### src/pkg/wdc_defines.vh
// Constants for the write-data byte-mask capture stage.
// Assumes inclusion by bare name from design files.
`ifndef WDC_DEFINES_VH
`define WDC_DEFINES_VH
`define WDC_ORG_X8        2'd0
`define WDC_ORG_X9        2'd1
`define WDC_ORG_X18       2'd2
`define WDC_ORG_X36       2'd3
`define WDC_DATA_W        36
`define WDC_MASK_W        4
`define WDC_LANE_W        9
`define WDC_NIB_W         4
`define WDC_BURST_LEN     4
`define WDC_MASK_IDLE     4'hf
`endif

### src/hw/wdc_lane_merge.v
// Merges one captured burst word into a stored word under active-low masks.
// Assumes raw pin masks from the caller; org selects nibble or byte lanes here.
`timescale 1ns/1ps
`include "wdc_defines.vh"
module wdc_lane_merge (
  input  wire [1:0]               org,
  input  wire [`WDC_DATA_W-1:0]   old_word,
  input  wire [`WDC_DATA_W-1:0]   new_word,
  input  wire [`WDC_MASK_W-1:0]   byte_lane_write_mask_n,
  input  wire [1:0]               nibble_lane_write_mask_n,
  output wire [`WDC_DATA_W-1:0]   merged
);
  genvar i;
  generate
    for (i = 0; i < `WDC_DATA_W; i = i + 1) begin : g_bit
      wire keep_x9;
      wire keep_x8;
      // Bit i belongs to lane i/9; x8 uses nibble i/4
      assign keep_x9 = byte_lane_write_mask_n[i / `WDC_LANE_W];
      // Only the low byte has nibble masks; the index stays in range
      if (i < 8) begin : g_nib
        assign keep_x8 = nibble_lane_write_mask_n[i / `WDC_NIB_W];
      end else begin : g_no_nib
        assign keep_x8 = 1'b1;
      end
      assign merged[i] = ((org == `WDC_ORG_X8) ? keep_x8 : keep_x9) ?
                         old_word[i] : new_word[i];
    end
  endgenerate
endmodule // wdc_lane_merge

### src/hw/wdc_write_capture.v
// Write-data input stage: captures burst words and masks on K and K-bar.
// Assumes k_rise / kb_rise are one-cycle strobes marking each clock edge,
// synchronous to clk, with data and masks valid alongside.
//
// Behaviour
// - Write data is sampled on K and K-bar rising edges only while a write is running.
// - Data width follows organisation: 8, 9, 18 or 36 bits.
// - Byte masks are active low and sampled on both K and K-bar edges during writes.
// - Each mask sample applies to the data word taken on the same edge.
// - Masks of an edge select the bytes stored for the burst word of that edge.
// - A high mask discards its byte and leaves the stored byte unchanged.
// - In x9 mask 0 covers bits 8..0; in x18 mask 1 also covers bits 17..9.
// - A write starts on a K edge with select low; words follow from the next K edge.
// - x8 parts use two active-low nibble masks sampled with the data.
`timescale 1ns/1ps
`include "wdc_defines.vh"
module wdc_write_capture (
  input  wire                       clk,
  input  wire                       srst,
  input  wire [1:0]                 org,
  input  wire                       k_rise,
  input  wire                       kb_rise,
  input  wire                       write_sel_n,
  input  wire                       read_sel_n,
  input  wire [`WDC_DATA_W-1:0]     wr_data,
  input  wire [`WDC_MASK_W-1:0]     byte_lane_write_mask_n,
  input  wire [1:0]                 nibble_lane_write_mask_n,
  output wire                       busy,
  output reg  [4*`WDC_DATA_W-1:0]   burst_word_reg,
  output reg                        burst_done_reg
);
  localparam ST_IDLE  = 2'd0;
  localparam ST_ARMED = 2'd1;
  localparam ST_DATA  = 2'd2;

  reg  [1:0]              state_reg;
  reg  [1:0]              state_next;
  reg  [1:0]              beat_reg;
  reg  [1:0]              beat_next;
  reg                     done_next;
  reg  [`WDC_DATA_W-1:0]  width_mask;
  wire [4*`WDC_DATA_W-1:0] word_next;
  wire [1:0]              cap_beat;
  wire [`WDC_BURST_LEN-1:0] beat_we;
  wire                    first_word;
  wire                    capture;
  wire [`WDC_DATA_W-1:0]  data_in;
  wire [`WDC_DATA_W-1:0]  old_beat;
  wire [`WDC_DATA_W-1:0]  merged_beat;
  wire                    edge_ok;
  wire                    start;

  // Unused upper pins are forced to zero per organisation
  always @* begin
    if (org == `WDC_ORG_X8) begin
      width_mask = 36'h0000000ff;
    end else if (org == `WDC_ORG_X9) begin
      width_mask = 36'h0000001ff;
    end else if (org == `WDC_ORG_X18) begin
      width_mask = 36'h00003ffff;
    end else begin
      width_mask = 36'hfffffffff;
    end
  end

  assign data_in = wr_data & width_mask;

  // Read wins over a simultaneous write request
  assign start = k_rise && !write_sel_n && read_sel_n && state_reg == ST_IDLE;

  // Beats 0 and 2 on K, beats 1 and 3 on K-bar
  assign edge_ok = (state_reg == ST_DATA) &&
                   (beat_reg[0] ? kb_rise : k_rise);
  assign busy = (state_reg != ST_IDLE);

  // Beat 0 is taken from the armed state, later beats from the data state
  assign first_word = (state_reg == ST_ARMED) && k_rise;
  assign capture    = first_word || edge_ok;
  assign cap_beat   = first_word ? 2'd0 : beat_reg;

  assign old_beat = burst_word_reg[cap_beat*`WDC_DATA_W +: `WDC_DATA_W];

  wdc_lane_merge u_merge (
    .org                      (org),
    .old_word                 (old_beat),
    .new_word                 (data_in),
    .byte_lane_write_mask_n   (byte_lane_write_mask_n),
    .nibble_lane_write_mask_n (nibble_lane_write_mask_n),
    .merged                   (merged_beat)
  );

  // One strobe per beat slot; only the slot being captured takes the merge
  genvar b;
  generate
    for (b = 0; b < `WDC_BURST_LEN; b = b + 1) begin : g_beat
      assign beat_we[b] = capture && ({30'h0, cap_beat} == b);
      assign word_next[b*`WDC_DATA_W +: `WDC_DATA_W] =
               beat_we[b] ? merged_beat :
                            burst_word_reg[b*`WDC_DATA_W +: `WDC_DATA_W];
    end
  endgenerate

  // State sequencing
  always @* begin
    state_next = state_reg;
    case (state_reg)
      ST_IDLE: begin
        if (start) begin
          state_next = ST_ARMED;
        end
      end
      ST_ARMED: begin
        // First word rides the K edge after the address edge
        if (first_word) begin
          state_next = ST_DATA;
        end
      end
      ST_DATA: begin
        if (edge_ok && (beat_reg == 2'd3)) begin
          state_next = ST_IDLE;
        end
      end
      default: begin
        state_next = ST_IDLE;
      end
    endcase
  end

  // Beat counter; wraps to zero after the last beat
  always @* begin
    beat_next = beat_reg;
    case (state_reg)
      ST_IDLE: begin
        beat_next = 2'd0;
      end
      ST_ARMED: begin
        if (first_word) begin
          beat_next = 2'd1;
        end
      end
      ST_DATA: begin
        if (edge_ok) begin
          beat_next = beat_reg + 2'd1;
        end
      end
      default: begin
        beat_next = 2'd0;
      end
    endcase
  end

  // Completion pulse after the fourth word
  always @* begin
    done_next = 1'b0;
    case (state_reg)
      ST_IDLE: begin
        done_next = 1'b0;
      end
      ST_ARMED: begin
        done_next = 1'b0;
      end
      ST_DATA: begin
        if (edge_ok && (beat_reg == 2'd3)) begin
          done_next = 1'b1;
        end
      end
      default: begin
        done_next = 1'b0;
      end
    endcase
  end

  always @(posedge clk) begin
    if (srst) begin
      state_reg <= ST_IDLE;
    end else begin
      state_reg <= state_next;
    end
  end

  always @(posedge clk) begin
    if (srst) begin
      beat_reg <= 2'd0;
    end else begin
      beat_reg <= beat_next;
    end
  end

  // Stored word; masked lanes keep their previous contents
  always @(posedge clk) begin
    if (srst) begin
      burst_word_reg <= {4*`WDC_DATA_W{1'b0}};
    end else begin
      burst_word_reg <= word_next;
    end
  end

  always @(posedge clk) begin
    if (srst) begin
      burst_done_reg <= 1'b0;
    end else begin
      burst_done_reg <= done_next;
    end
  end

endmodule // wdc_write_capture

### config.mk
export PLATFORM = sky130hd
export DESIGN_NAME = wdc_write_capture
export DESIGN_NICKNAME = d
export VERILOG_FILES = /design/src/hw/wdc_lane_merge.v /design/src/hw/wdc_write_capture.v
export VERILOG_INCLUDE_DIRS = /design/src /design/src/pkg
export SDC_FILE = /design/constraint.sdc
export NUM_CORES = 1
export LEC_CHECK = 0
export BUFFER_PORTS_ARGS = -buffer_cell sky130_fd_sc_hd__buf_2
export CORE_MARGIN = 1.5
export CORE_UTILIZATION = 48
export DETAILED_ROUTE_END_ITERATION = 16
export PLACE_DENSITY_LB_ADDON = 0.15
export RECOVER_POWER = 25
export SYNTH_ARGS = -nofsm -noshare
export SYNTH_HDL_FRONTEND = slang
export SYNTH_HIERARCHICAL = 1
export SYNTH_SLANG_ARGS = --single-unit
### constraint.sdc
create_clock -name clk -period 2 [get_ports clk]
set_input_delay 0.4 -clock clk [delete_from_list [all_inputs] [get_ports clk]]
set_output_delay 0.4 -clock clk [all_outputs]
set_load 0.01 [all_outputs]
---- Word-level counts from Yosys, hierarchy flattened ----
Index checks and enable logic that the tools add are counted.
word-level totals
  flip-flop bits (word level) ............. 149
  output and inout bits ................... 146
  word-level logic and storage cells ...... 98
operators by class
  bitwise logic cells ..................... 2
  shift operators ......................... 1
  muxes and demuxes ....................... 55
  equal/unequal tests ..................... 12
  $mul .................................... 1
  add/sub/neg operators ................... 1
  reductions and logical operators ........ 19
operator list
  kind                   number
  $shiftx A144 B9 Y36    1
  $mux W36               3
  $mux W1                44
  $and A36 B36 Y36       1
  $mux W2                6
  $eq A2 B2 Y1 const B   5
  $logic_and A1 B1 Y1    10
  $eq A2 B1 Y1 const B   3
  $logic_not A2 Y1       3
  $mul A2 B4 Y6 const B  1
  $ne A2 B2 Y1 const B   3
  $pmux W2 S3            1
  $pmux W2 S2            1
  $reduce_and A3 Y1      1
  $add A2 B1 Y2 const B  1
  $ne A2 B1 Y1 const B   1
  $reduce_and A2 Y1      1
  $reduce_bool A2 Y1     1
  $reduce_or A2 Y1       1
  $logic_not A1 Y1       1
  $logic_or A1 B1 Y1     1
  $not A1 Y1             1

---- Longest topological paths before layout ----
Gate-level depths: netlist of run 1.
  depth after elaboration ................. 6
  gate-level depth with buffers ........... 11
  depth with buffers taken out ............ 9

---- Modules after synthesis ----
Netlist of run 1, hierarchy kept.
modules (own cells, without submodules)
  module             instances  cells each  sequential area each (µm²)  area an instance (µm²)
  wdc_write_capture  1          871         2982.9                      6690.2
  wdc_lane_merge     1          47          0.0                         594.3

---- Worst setup path before layout of run 1 ----
No wires, ideal clock.
  path type ............................... register -> register
  start point ............................. register state_reg[1]
  end point ............................... register burst_word_reg[39]
  library setup time ...................... 132 ps
  cell stages (with the launch flop) ...... 12
  arrival ................................. 1861 ps
  buffers on the path ..................... 3
  setup slack ............................. 7 ps
  cell sequence ........................... dfxtp_1 inv_1 ha_1 buf_2 a21bo_2 buf_6 buf_1 o22ai_1 a21oi_1 mux2_2 nand2_1 a21oi_1
between the ends
  cells in the longest elaborated chain, start to end .. 6
ends and longest elaborated chain
  item                            RTL line                 RTL
  start: declaration              wdc_write_capture.v:36   reg [1:0] state_reg;
  start signal: assignment        wdc_write_capture.v:177  state_reg <= state_next;
  $eq A2 B1 Y1                    wdc_write_capture.v:77   assign first_word = (state_reg == ST_ARMED) && k_rise;
  $logic_and A1 B1 Y1             wdc_write_capture.v:77
  $mux W2                         wdc_write_capture.v:79   assign cap_beat = first_word ? 2'd0 : beat_reg;
  $mul A2 B4 Y6 (no source line)  n/a
  $shiftx A144 B9 Y36             wdc_write_capture.v:81   assign old_beat = burst_word_reg[cap_beat*`WDC_DATA_W +: `WDC_DATA_W];
  via old_beat[3]                 wdc_write_capture.v:48   wire [`WDC_DATA_W-1:0] old_beat;
  $mux W1                         wdc_lane_merge.v:26      assign merged[i] = ((org == `WDC_ORG_X8) ? keep_x8 : keep_x9) ?
  via merged_beat[3]              wdc_write_capture.v:49   wire [`WDC_DATA_W-1:0] merged_beat;
  end signal: assignment          wdc_write_capture.v:192  burst_word_reg <= {4*`WDC_DATA_W{1'b0}};
  end signal: assignment          wdc_write_capture.v:194  burst_word_reg <= word_next;
  end: declaration                wdc_write_capture.v:29   output reg [4*`WDC_DATA_W-1:0] burst_word_reg,
The timed path passes the listed nets, and every way through them passes these cells.
A chain may end at the register's enable or synchronous reset.

---- Final worst setup path of run 1 ----
  start point ............................. register state_reg[1]
  end point ............................... register burst_word_reg[115]
between the ends
  cells in the longest elaborated chain, start to end .. 6
ends and longest elaborated chain
  item                            RTL line
  $eq A2 B1 Y1                    wdc_write_capture.v:77
  $logic_and A1 B1 Y1             wdc_write_capture.v:77
  $mux W2                         wdc_write_capture.v:79
  $mul A2 B4 Y6 (no source line)  n/a
  $shiftx A144 B9 Y36             wdc_write_capture.v:81
  $mux W1                         wdc_lane_merge.v:26
Several ways; a longest one is shown, not always the timed one.

==> key figures, run 1 <==
Layout
  – Nets: between 1,000 and 1,500
  – Fillers: between 1,000 and 1,500
  – Share of cells above drive strength 1: between 20 and 30%
  – Largest register FFs: 144
  – Area Growth Syn to Fin: 26.2%

Clock network
  – CTS tree: built
  – Num CTS Buffers: 17
  – H-tree depth: 4
  – Clock-pin transition on the worst setup and hold timing paths: approximately 0.060 ns
  – CTS root buffer: clkbuf_16
  – Worst-Skew Late Latency: between 0.4 and 0.5 ns
  – # Post-CTS Setup Buffers: 0
  – # clock sinks: 149
  – Clock Path Buffers: 2

Yosys
  – Top cells by area, synth: dfxtp_1 (41%), nand2_1 (15%), a21oi_1 (13%), mux2_2 (7.0%), o22ai_1 (6.0%)
  – Simple-gate portion of the synthesized area: 19.6%
  – Synth top area share: 40.9%
  – Biggest area consumer among synthesized cells: dfxtp_1
  – Synthesized area per cell: 7.94 sq um
  – Synth warn: 6
  – Primary FF master, synth: dfxtp_1
  – Seq/Total Area, Yosys: 40.9%
  – Synthesized instance count: 918
  – Synth Area in Compound Gates: roughly a fifth
  – Share of flip-flops with an asynchronous set or reset: 0%
  – Number of flops mapped to enable cells by yosys: 0
  – Synth cell types: 39
  – XOR/XNOR share of the synthesized area: 0%
  – Syn nets: 973
  – Mux cell area share after synthesis: 12.8%
  – Adder-Cell Fraction of Synth Area: 0.859%
  – #FFs+latches synth: between 100 and 150
  – Mapped Area: 7280 sq um
  – Largest family of logic cells by synthesized area: compound AO/OA/AOI/OAI gates

Die
  – Core footprint: 14,700 sq um
  – Die H: 126 um
  – Initial Util: 49.6%
  – Die area: 15,900 sq um
  – # rows: 44
  – Die width: roughly 130 um
  – I/O Pins: 196

Setup path
  – Path type of the worst setup path: flop to flop
  – Worst path cell trace: inv_1 > ha_1 > a21bo_2 > or3_2 > buf_12 > nand2_1 > a21oi_1
  – Delay of the slowest cell on the worst path: 0.52 ns
  – Critical Path End Type: flop
  – Slowest cell on the critical path: or3_2
  – Critical path required time: 2.29 ns
  – CP Launch Type: flop
  – Data arrival time of the critical path: 2.18 ns
  – CP Max Fanout: 21

Global routing
  – GRT Total Usage: 30.0%
  – First-pass GRT wire length: 37.8 mm
  – Number of global-route vias before repair: 7,011
  – Initial antenna violation count: 0
  – GR Overflow Total: 0
  – Pin count of the biggest net entering global routing: 55

Detailed routing
  – Detail Route Antenna Nets: 0
  – Post-Route WL: 24.3 mm
  – DRC: 0
  – Number of DRC markers in iteration 0: ~630
  – DR WL/cell: about 19 um
  – Vias: between 7,000 and 8,000
  – Drt first pass iters: 6
  – Via density: 5.81

Pwr
  – PD cells: 722 nW/um^2
  – Pleak: 3.67 nW
  – VDD IR max: 0.000578 V

Timing
  – FMAX: 528 MHz
  – Slew HR: 63.3%
  – Tmin final: 1.89 ns
  – Sum Neg Setup Slack: 0 ns
  – Ratio of final minimum period to clock period: between 90% and 100%
  – Final Max Tran Viols: 0
  – Final Hold Vio Count: 0
  – RSZ-0062 raised after global routing: false
  – Hold_ws: 0.388 ns
  – Clock Skew: 0.00727 ns
  – Final setup fails: 0
  – Tightest Pin Transition: 0.550 ns

Outcome
  – Status: complete, no violations

Place
  – Buffers added on ports: 195
  – HPWL after DPL: around 15 mm
  – RePlAce Congestion: 0.823

Min path
  – Worst hold path type: primary input to flop

Job
  – Max-cap violations: 0
[critical path: cells and delay by family, from the launching register on]
kind / cells / cell delay, ns
compound gates: 2 / 0.33
fa+ha+maj: 1 / 0.21
buf+inv: 2 / 0.27
flops: 1 / 0.33
simple gates: 2 / 0.60
[layer usage]
layer	share of wire [%]	GRT usage, %
met5	0	0
met1	43	39.0
met3	8.7	7.01
met4	2.0	11.4
met2	46	48.6
[cells in the final DEF, fill, tap and decap left out, types with 3 or more instances in the layout]
master,instances
ha_1,5
and3_1,18
o21a_1,3
clkinv_2,6
inv_1,4
mux2_4,27
buf_12,19
nand2b_1,4
clkbuf_16,17
buf_4,24
or2_1,3
dfxtp_1,147
a21oi_1,184
o22ai_1,68
and2_1,9
mux2_2,45
buf_2,122
bufinv_16,3
clkbuf_1,75
nand2_1,290
[where the power goes]
| group | switching (mW) | internal (mW) | total, mW | leakage, nW |
|---|---|---|---|---|
| Sequential | 0.00857 | 2.97 | 2.98 | 1.20 |
| Combinational | 0.259 | 0.198 | 0.456 | 2.18 |
| Clock | 1.26 | 1.94 | 3.20 | 0.284 |
[cells in the mapped netlist, types with 4 or more instances]
library cell / n
ha_1: 5
nand2_1: 292
mux2_4: 27
clkbuf_1: 38
and3_1: 18
o22ai_1: 70
o21a_1: 4
buf_2: 21
buf_6: 10
nand2b_1: 4
a21oi_1: 184
and2_1: 9
mux2_2: 45
inv_1: 4
dfxtp_1: 149
buf_1: 7
[layout make-up]
| class | instances | area (sq um) | share of cell area, % |
|---|---|---|---|
| diodes | 2 | 5.00 | 0.0545 |
| clock buffers | 20 | 437 | 4.75 |
| clock inverters | 11 | 134 | 1.46 |
| inverters | 5 | 18.8 | 0.204 |
| multi-input cells | 688 | 3930 | 42.7 |
| flip-flops and latches | 149 | 2990 | 32.5 |
| well taps | 184 | 230 | 2.50 |
| repair buffers | 238 | 1450 | 15.8 |
[stage by stage]
stage          utilization, %  total power, mW  setup slack [ns]  std cells  instance area (sq um)
3_3_place_gp             59.1             3.49             0.116       1264                   8690
5_1_grt                  62.5             6.80           0.00707       1295                   9190
4_1_cts                  63.0             6.64            0.0412       1295                   9260
2_1_floorplan               -             3.31           0.00675        918                   7280
6_report                 62.5             6.64             0.105       1297                   9190
3_5_place_dp             59.1             3.49            0.0554       1264                   8690
[cells by family (layout without fill, tap and decap cells)]
kind of cell | Yosys count | count (layout)
muxes | 74 | 74
other | 0 | 2
buffers and inverters | 81 | 274
AOI/OAI and AO/OA | 267 | 267
DFF | 149 | 149
adders and majority gates | 5 | 5
and+or+nand+nor | 342 | 342
[worst paths after layout]
path | from | end | slack (ns) | cells past startpoint
max | state_reg[1] | burst_word_reg[115] | 0.11 | 7
min | write_sel_n | state_reg[0] | 0.39 | 4
max reg2reg | state_reg[1] | burst_word_reg[115] | 0.11 | 7
min reg2reg | burst_word_reg[104] | burst_word_reg[104] | 0.47 | 2
[repair_timing]
item	in CTS	in global routing
endpoints found under the setup margin	0	51
hold buffers	0	0
endpoints found under the hold margin	0	0
resized for setup	0	4
No activity file was read; power rests on OpenSTA's default activity.
==> run 2: changes to the inputs <==
- SETUP_SLACK_MARGIN: default -> 0.15
==> key figures, run 2 (synthesis results as in run 1) <==
Outcome
  – Status: complete, no violations

Timing
  – RSZ-0062 raised after global routing: true
  – Ratio of final minimum period to clock period: 91.3% (-3.4 points)
  – Final setup fails: 0 (unchanged)
  – Clock Skew: 0.00844 ns (+0.00117 ns)
  – Sum Neg Setup Slack: 0 ns (unchanged)
  – Tmin final: 1.83 ns (-0.0681 ns)
  – Final Max Tran Viols: 0 (unchanged)
  – Hold_ws: 0.347 ns (-0.0410 ns)
  – Tightest Pin Transition: 0.443 ns (-0.107 ns)
  – Final Hold Vio Count: 0 (unchanged)
  – Slew HR: 70.5% (+7.2 points)
  – Setup WS post-layout: 0.173 ns (+0.0681 ns)
  – FMAX: 547 MHz (+3.7%)

Die
  – # rows: 44 (unchanged)
  – Initial Util: 49.6% (unchanged)
  – I/O Pins: 196 (unchanged)
  – Die area: 15,900 sq um (unchanged)
  – Core footprint: 14,700 sq um (unchanged)
  – Die H: 126 um (unchanged)
  – Die width: 126 um (unchanged)

Global routing
  – Met2 Use GR: 49.1% (+0.48 points)
  – Pin count of the biggest net entering global routing: 67 (+22%)
  – GRT Total Usage: 29.6% (-0.46 points)
  – GR Util met3: 6.92% (-0.085 points)
  – First-pass GRT wire length: 36.9 mm (-2.3%)
  – Initial antenna violation count: 0 (unchanged)
  – GRT met1 Usage: 37.3% (-1.7 points)
  – Number of global-route vias before repair: 6,851 (-2.3%)
  – GR peak layer: met2
  – GR Overflow Total: 0 (unchanged)

Layout
  – Fillers: 1,331 (-1.6%)
  – Multi-input gate area: 4030 sq um (+2.6%)
  – Largest register FFs: 144 (unchanged)
  – Commonest cells after routing, fill and taps aside: nand2_1 (290), a21oi_1 (184), dfxtp_1 (146)
  – Cell area after layout: 9530 sq um (+3.6%)
  – Area Growth Syn to Fin: 30.8%
  – Final core occ: 64.8% (+2.3 points)
  – Antenna diode count: 0 (-2)
  – Nets: 1,162 (+0.69%)
  – Leading cell type in the layout, fill and taps excluded: nand2_1
  – Post-Layout Cell Count: 1,303 (+0.46%)
  – Share of cells above drive strength 1: 27.2% (+1.4 points)
  – Register area: 2990 sq um (about the same)

Setup path
  – CP dominant cell by count: a21oi_1
  – CP Buf/Inv Count: 2 (unchanged)
  – Path type of the worst setup path: flop to flop
  – CP Launch Type: flop
  – Family with the most delay on the worst path: compound AO/OA/AOI/OAI gates
  – Critical Path End Type: flop
  – CP Max Fanout: 12 (-43%)
  – Delay of the slowest cell on the worst path: 0.34 ns (-0.18 ns)
  – Critical path required time: 2.30 ns (about the same)
  – Data arrival time of the critical path: 2.13 ns (-0.05 ns)
  – Worst path cell trace: inv_2 > ha_2 > a21bo_4 > buf_6 > o22ai_1 > a21oi_1 > mux2_4 > nand2_1 > a21oi_1
  – Slowest cell on the critical path: dfxtp_2

Clock network
  – Clock-pin transition on the worst setup and hold timing paths: 0.06 ns (about the same)
  – Worst-Skew Late Latency: 0.43 ns (about the same)
  – CTS tree: built
  – Clock Path Buffers: 2 (unchanged)
  – Num CTS Buffers: 17 (unchanged)
  – H-tree depth: 4 (unchanged)
  – # clock sinks: 149 (unchanged)
  – CTS root buffer: clkbuf_16

Pwr
  – PD cells: 727 nW/um^2 (+0.75%)
  – Pwr Total: 6.93 mW (+4.4%)
  – Pleak: 3.85 nW (+4.8%)
  – VDD IR max: 0.000678 V (+17%)

Place
  – Placed cell count: 1,264 (unchanged)
  – Buffers added on ports: 195 (unchanged)
  – RePlAce Congestion: 0.812 (-1.3%)
  – HPWL after DPL: 15.3 mm (-0.59%)
  – Pre-CTS setup slack: 0.147 ns (+0.0913 ns)
  – Placed Instance Area: 8690 sq um (about the same)

Detailed routing
  – Number of DRC markers in iteration 0: 708 (+13%)
  – Detail Route Antenna Nets: 0 (unchanged)
  – Drt first pass iters: 5 (-1)
  – DR WL/cell: 19.3 um (+3.1%)
  – Post-Route WL: 25.1 mm (+3.6%)
  – Via density: 5.82 (+0.15%)
  – DRC: 0 (unchanged)
  – Vias: 7,582 (+0.61%)

Job
  – Max-cap violations: 0 (unchanged)

Min path
  – Worst hold path type: primary input to flop
==> run 2: worst register-to-register path, stage by stage, from the launching register on <==
cell and delay (ns):
dfxtp_2 0.34, inv_2 0.05, ha_2 0.20, a21bo_4 0.25, buf_6 0.17, o22ai_1 0.15, a21oi_1 0.10, mux2_4 0.30
nand2_1 0.06, a21oi_1 0.07
==> run 2: layout make-up <==
class	instances	area share [%]
flip-flops and latches	149	31.4
multi-input cells	688	42.3
inverters	5	0.197
well taps	184	2.42
repair buffers	246	17.1
clock buffers	23	5.12
clock inverters	8	1.52
==> run 2: report_power, final <==
group | internal [mW] | leakage, nW | switching [mW] | total, mW
combinational | 0.207 | 2.33 | 0.264 | 0.470
clock | 2.21 | 0.314 | 1.26 | 3.48
sequential | 2.97 | 1.20 | 0.00877 | 2.98
==> run 2: repair_timing <==
action                                  4_1_cts  5_1_grt
setup buffers                                 0        3
endpoints found under the setup margin       32      144
gates cloned                                  0        5
hold buffers                                  0        0
resized for setup                             5       28
endpoints found under the hold margin         0        0
pin swaps                                     0        3
==> run 2: final timing paths <==
kind	start	endpoint	slack, ns	depth (start not counted)
setup / recovery	state_reg[1]	burst_word_reg[94]	0.17	9
hold / removal	write_sel_n	state_reg[0]	0.35	4
setup reg to reg	state_reg[1]	burst_word_reg[94]	0.17	9
hold reg to reg	burst_word_reg[137]	burst_word_reg[137]	0.47	2
==> run 2: metal layers <==
layer  vias up  share of wire [%]
met5         -                  0
met4         0                2.2
met3        41                9.3
met2       406                 48
met1      3578                 41
li1       3557                  -
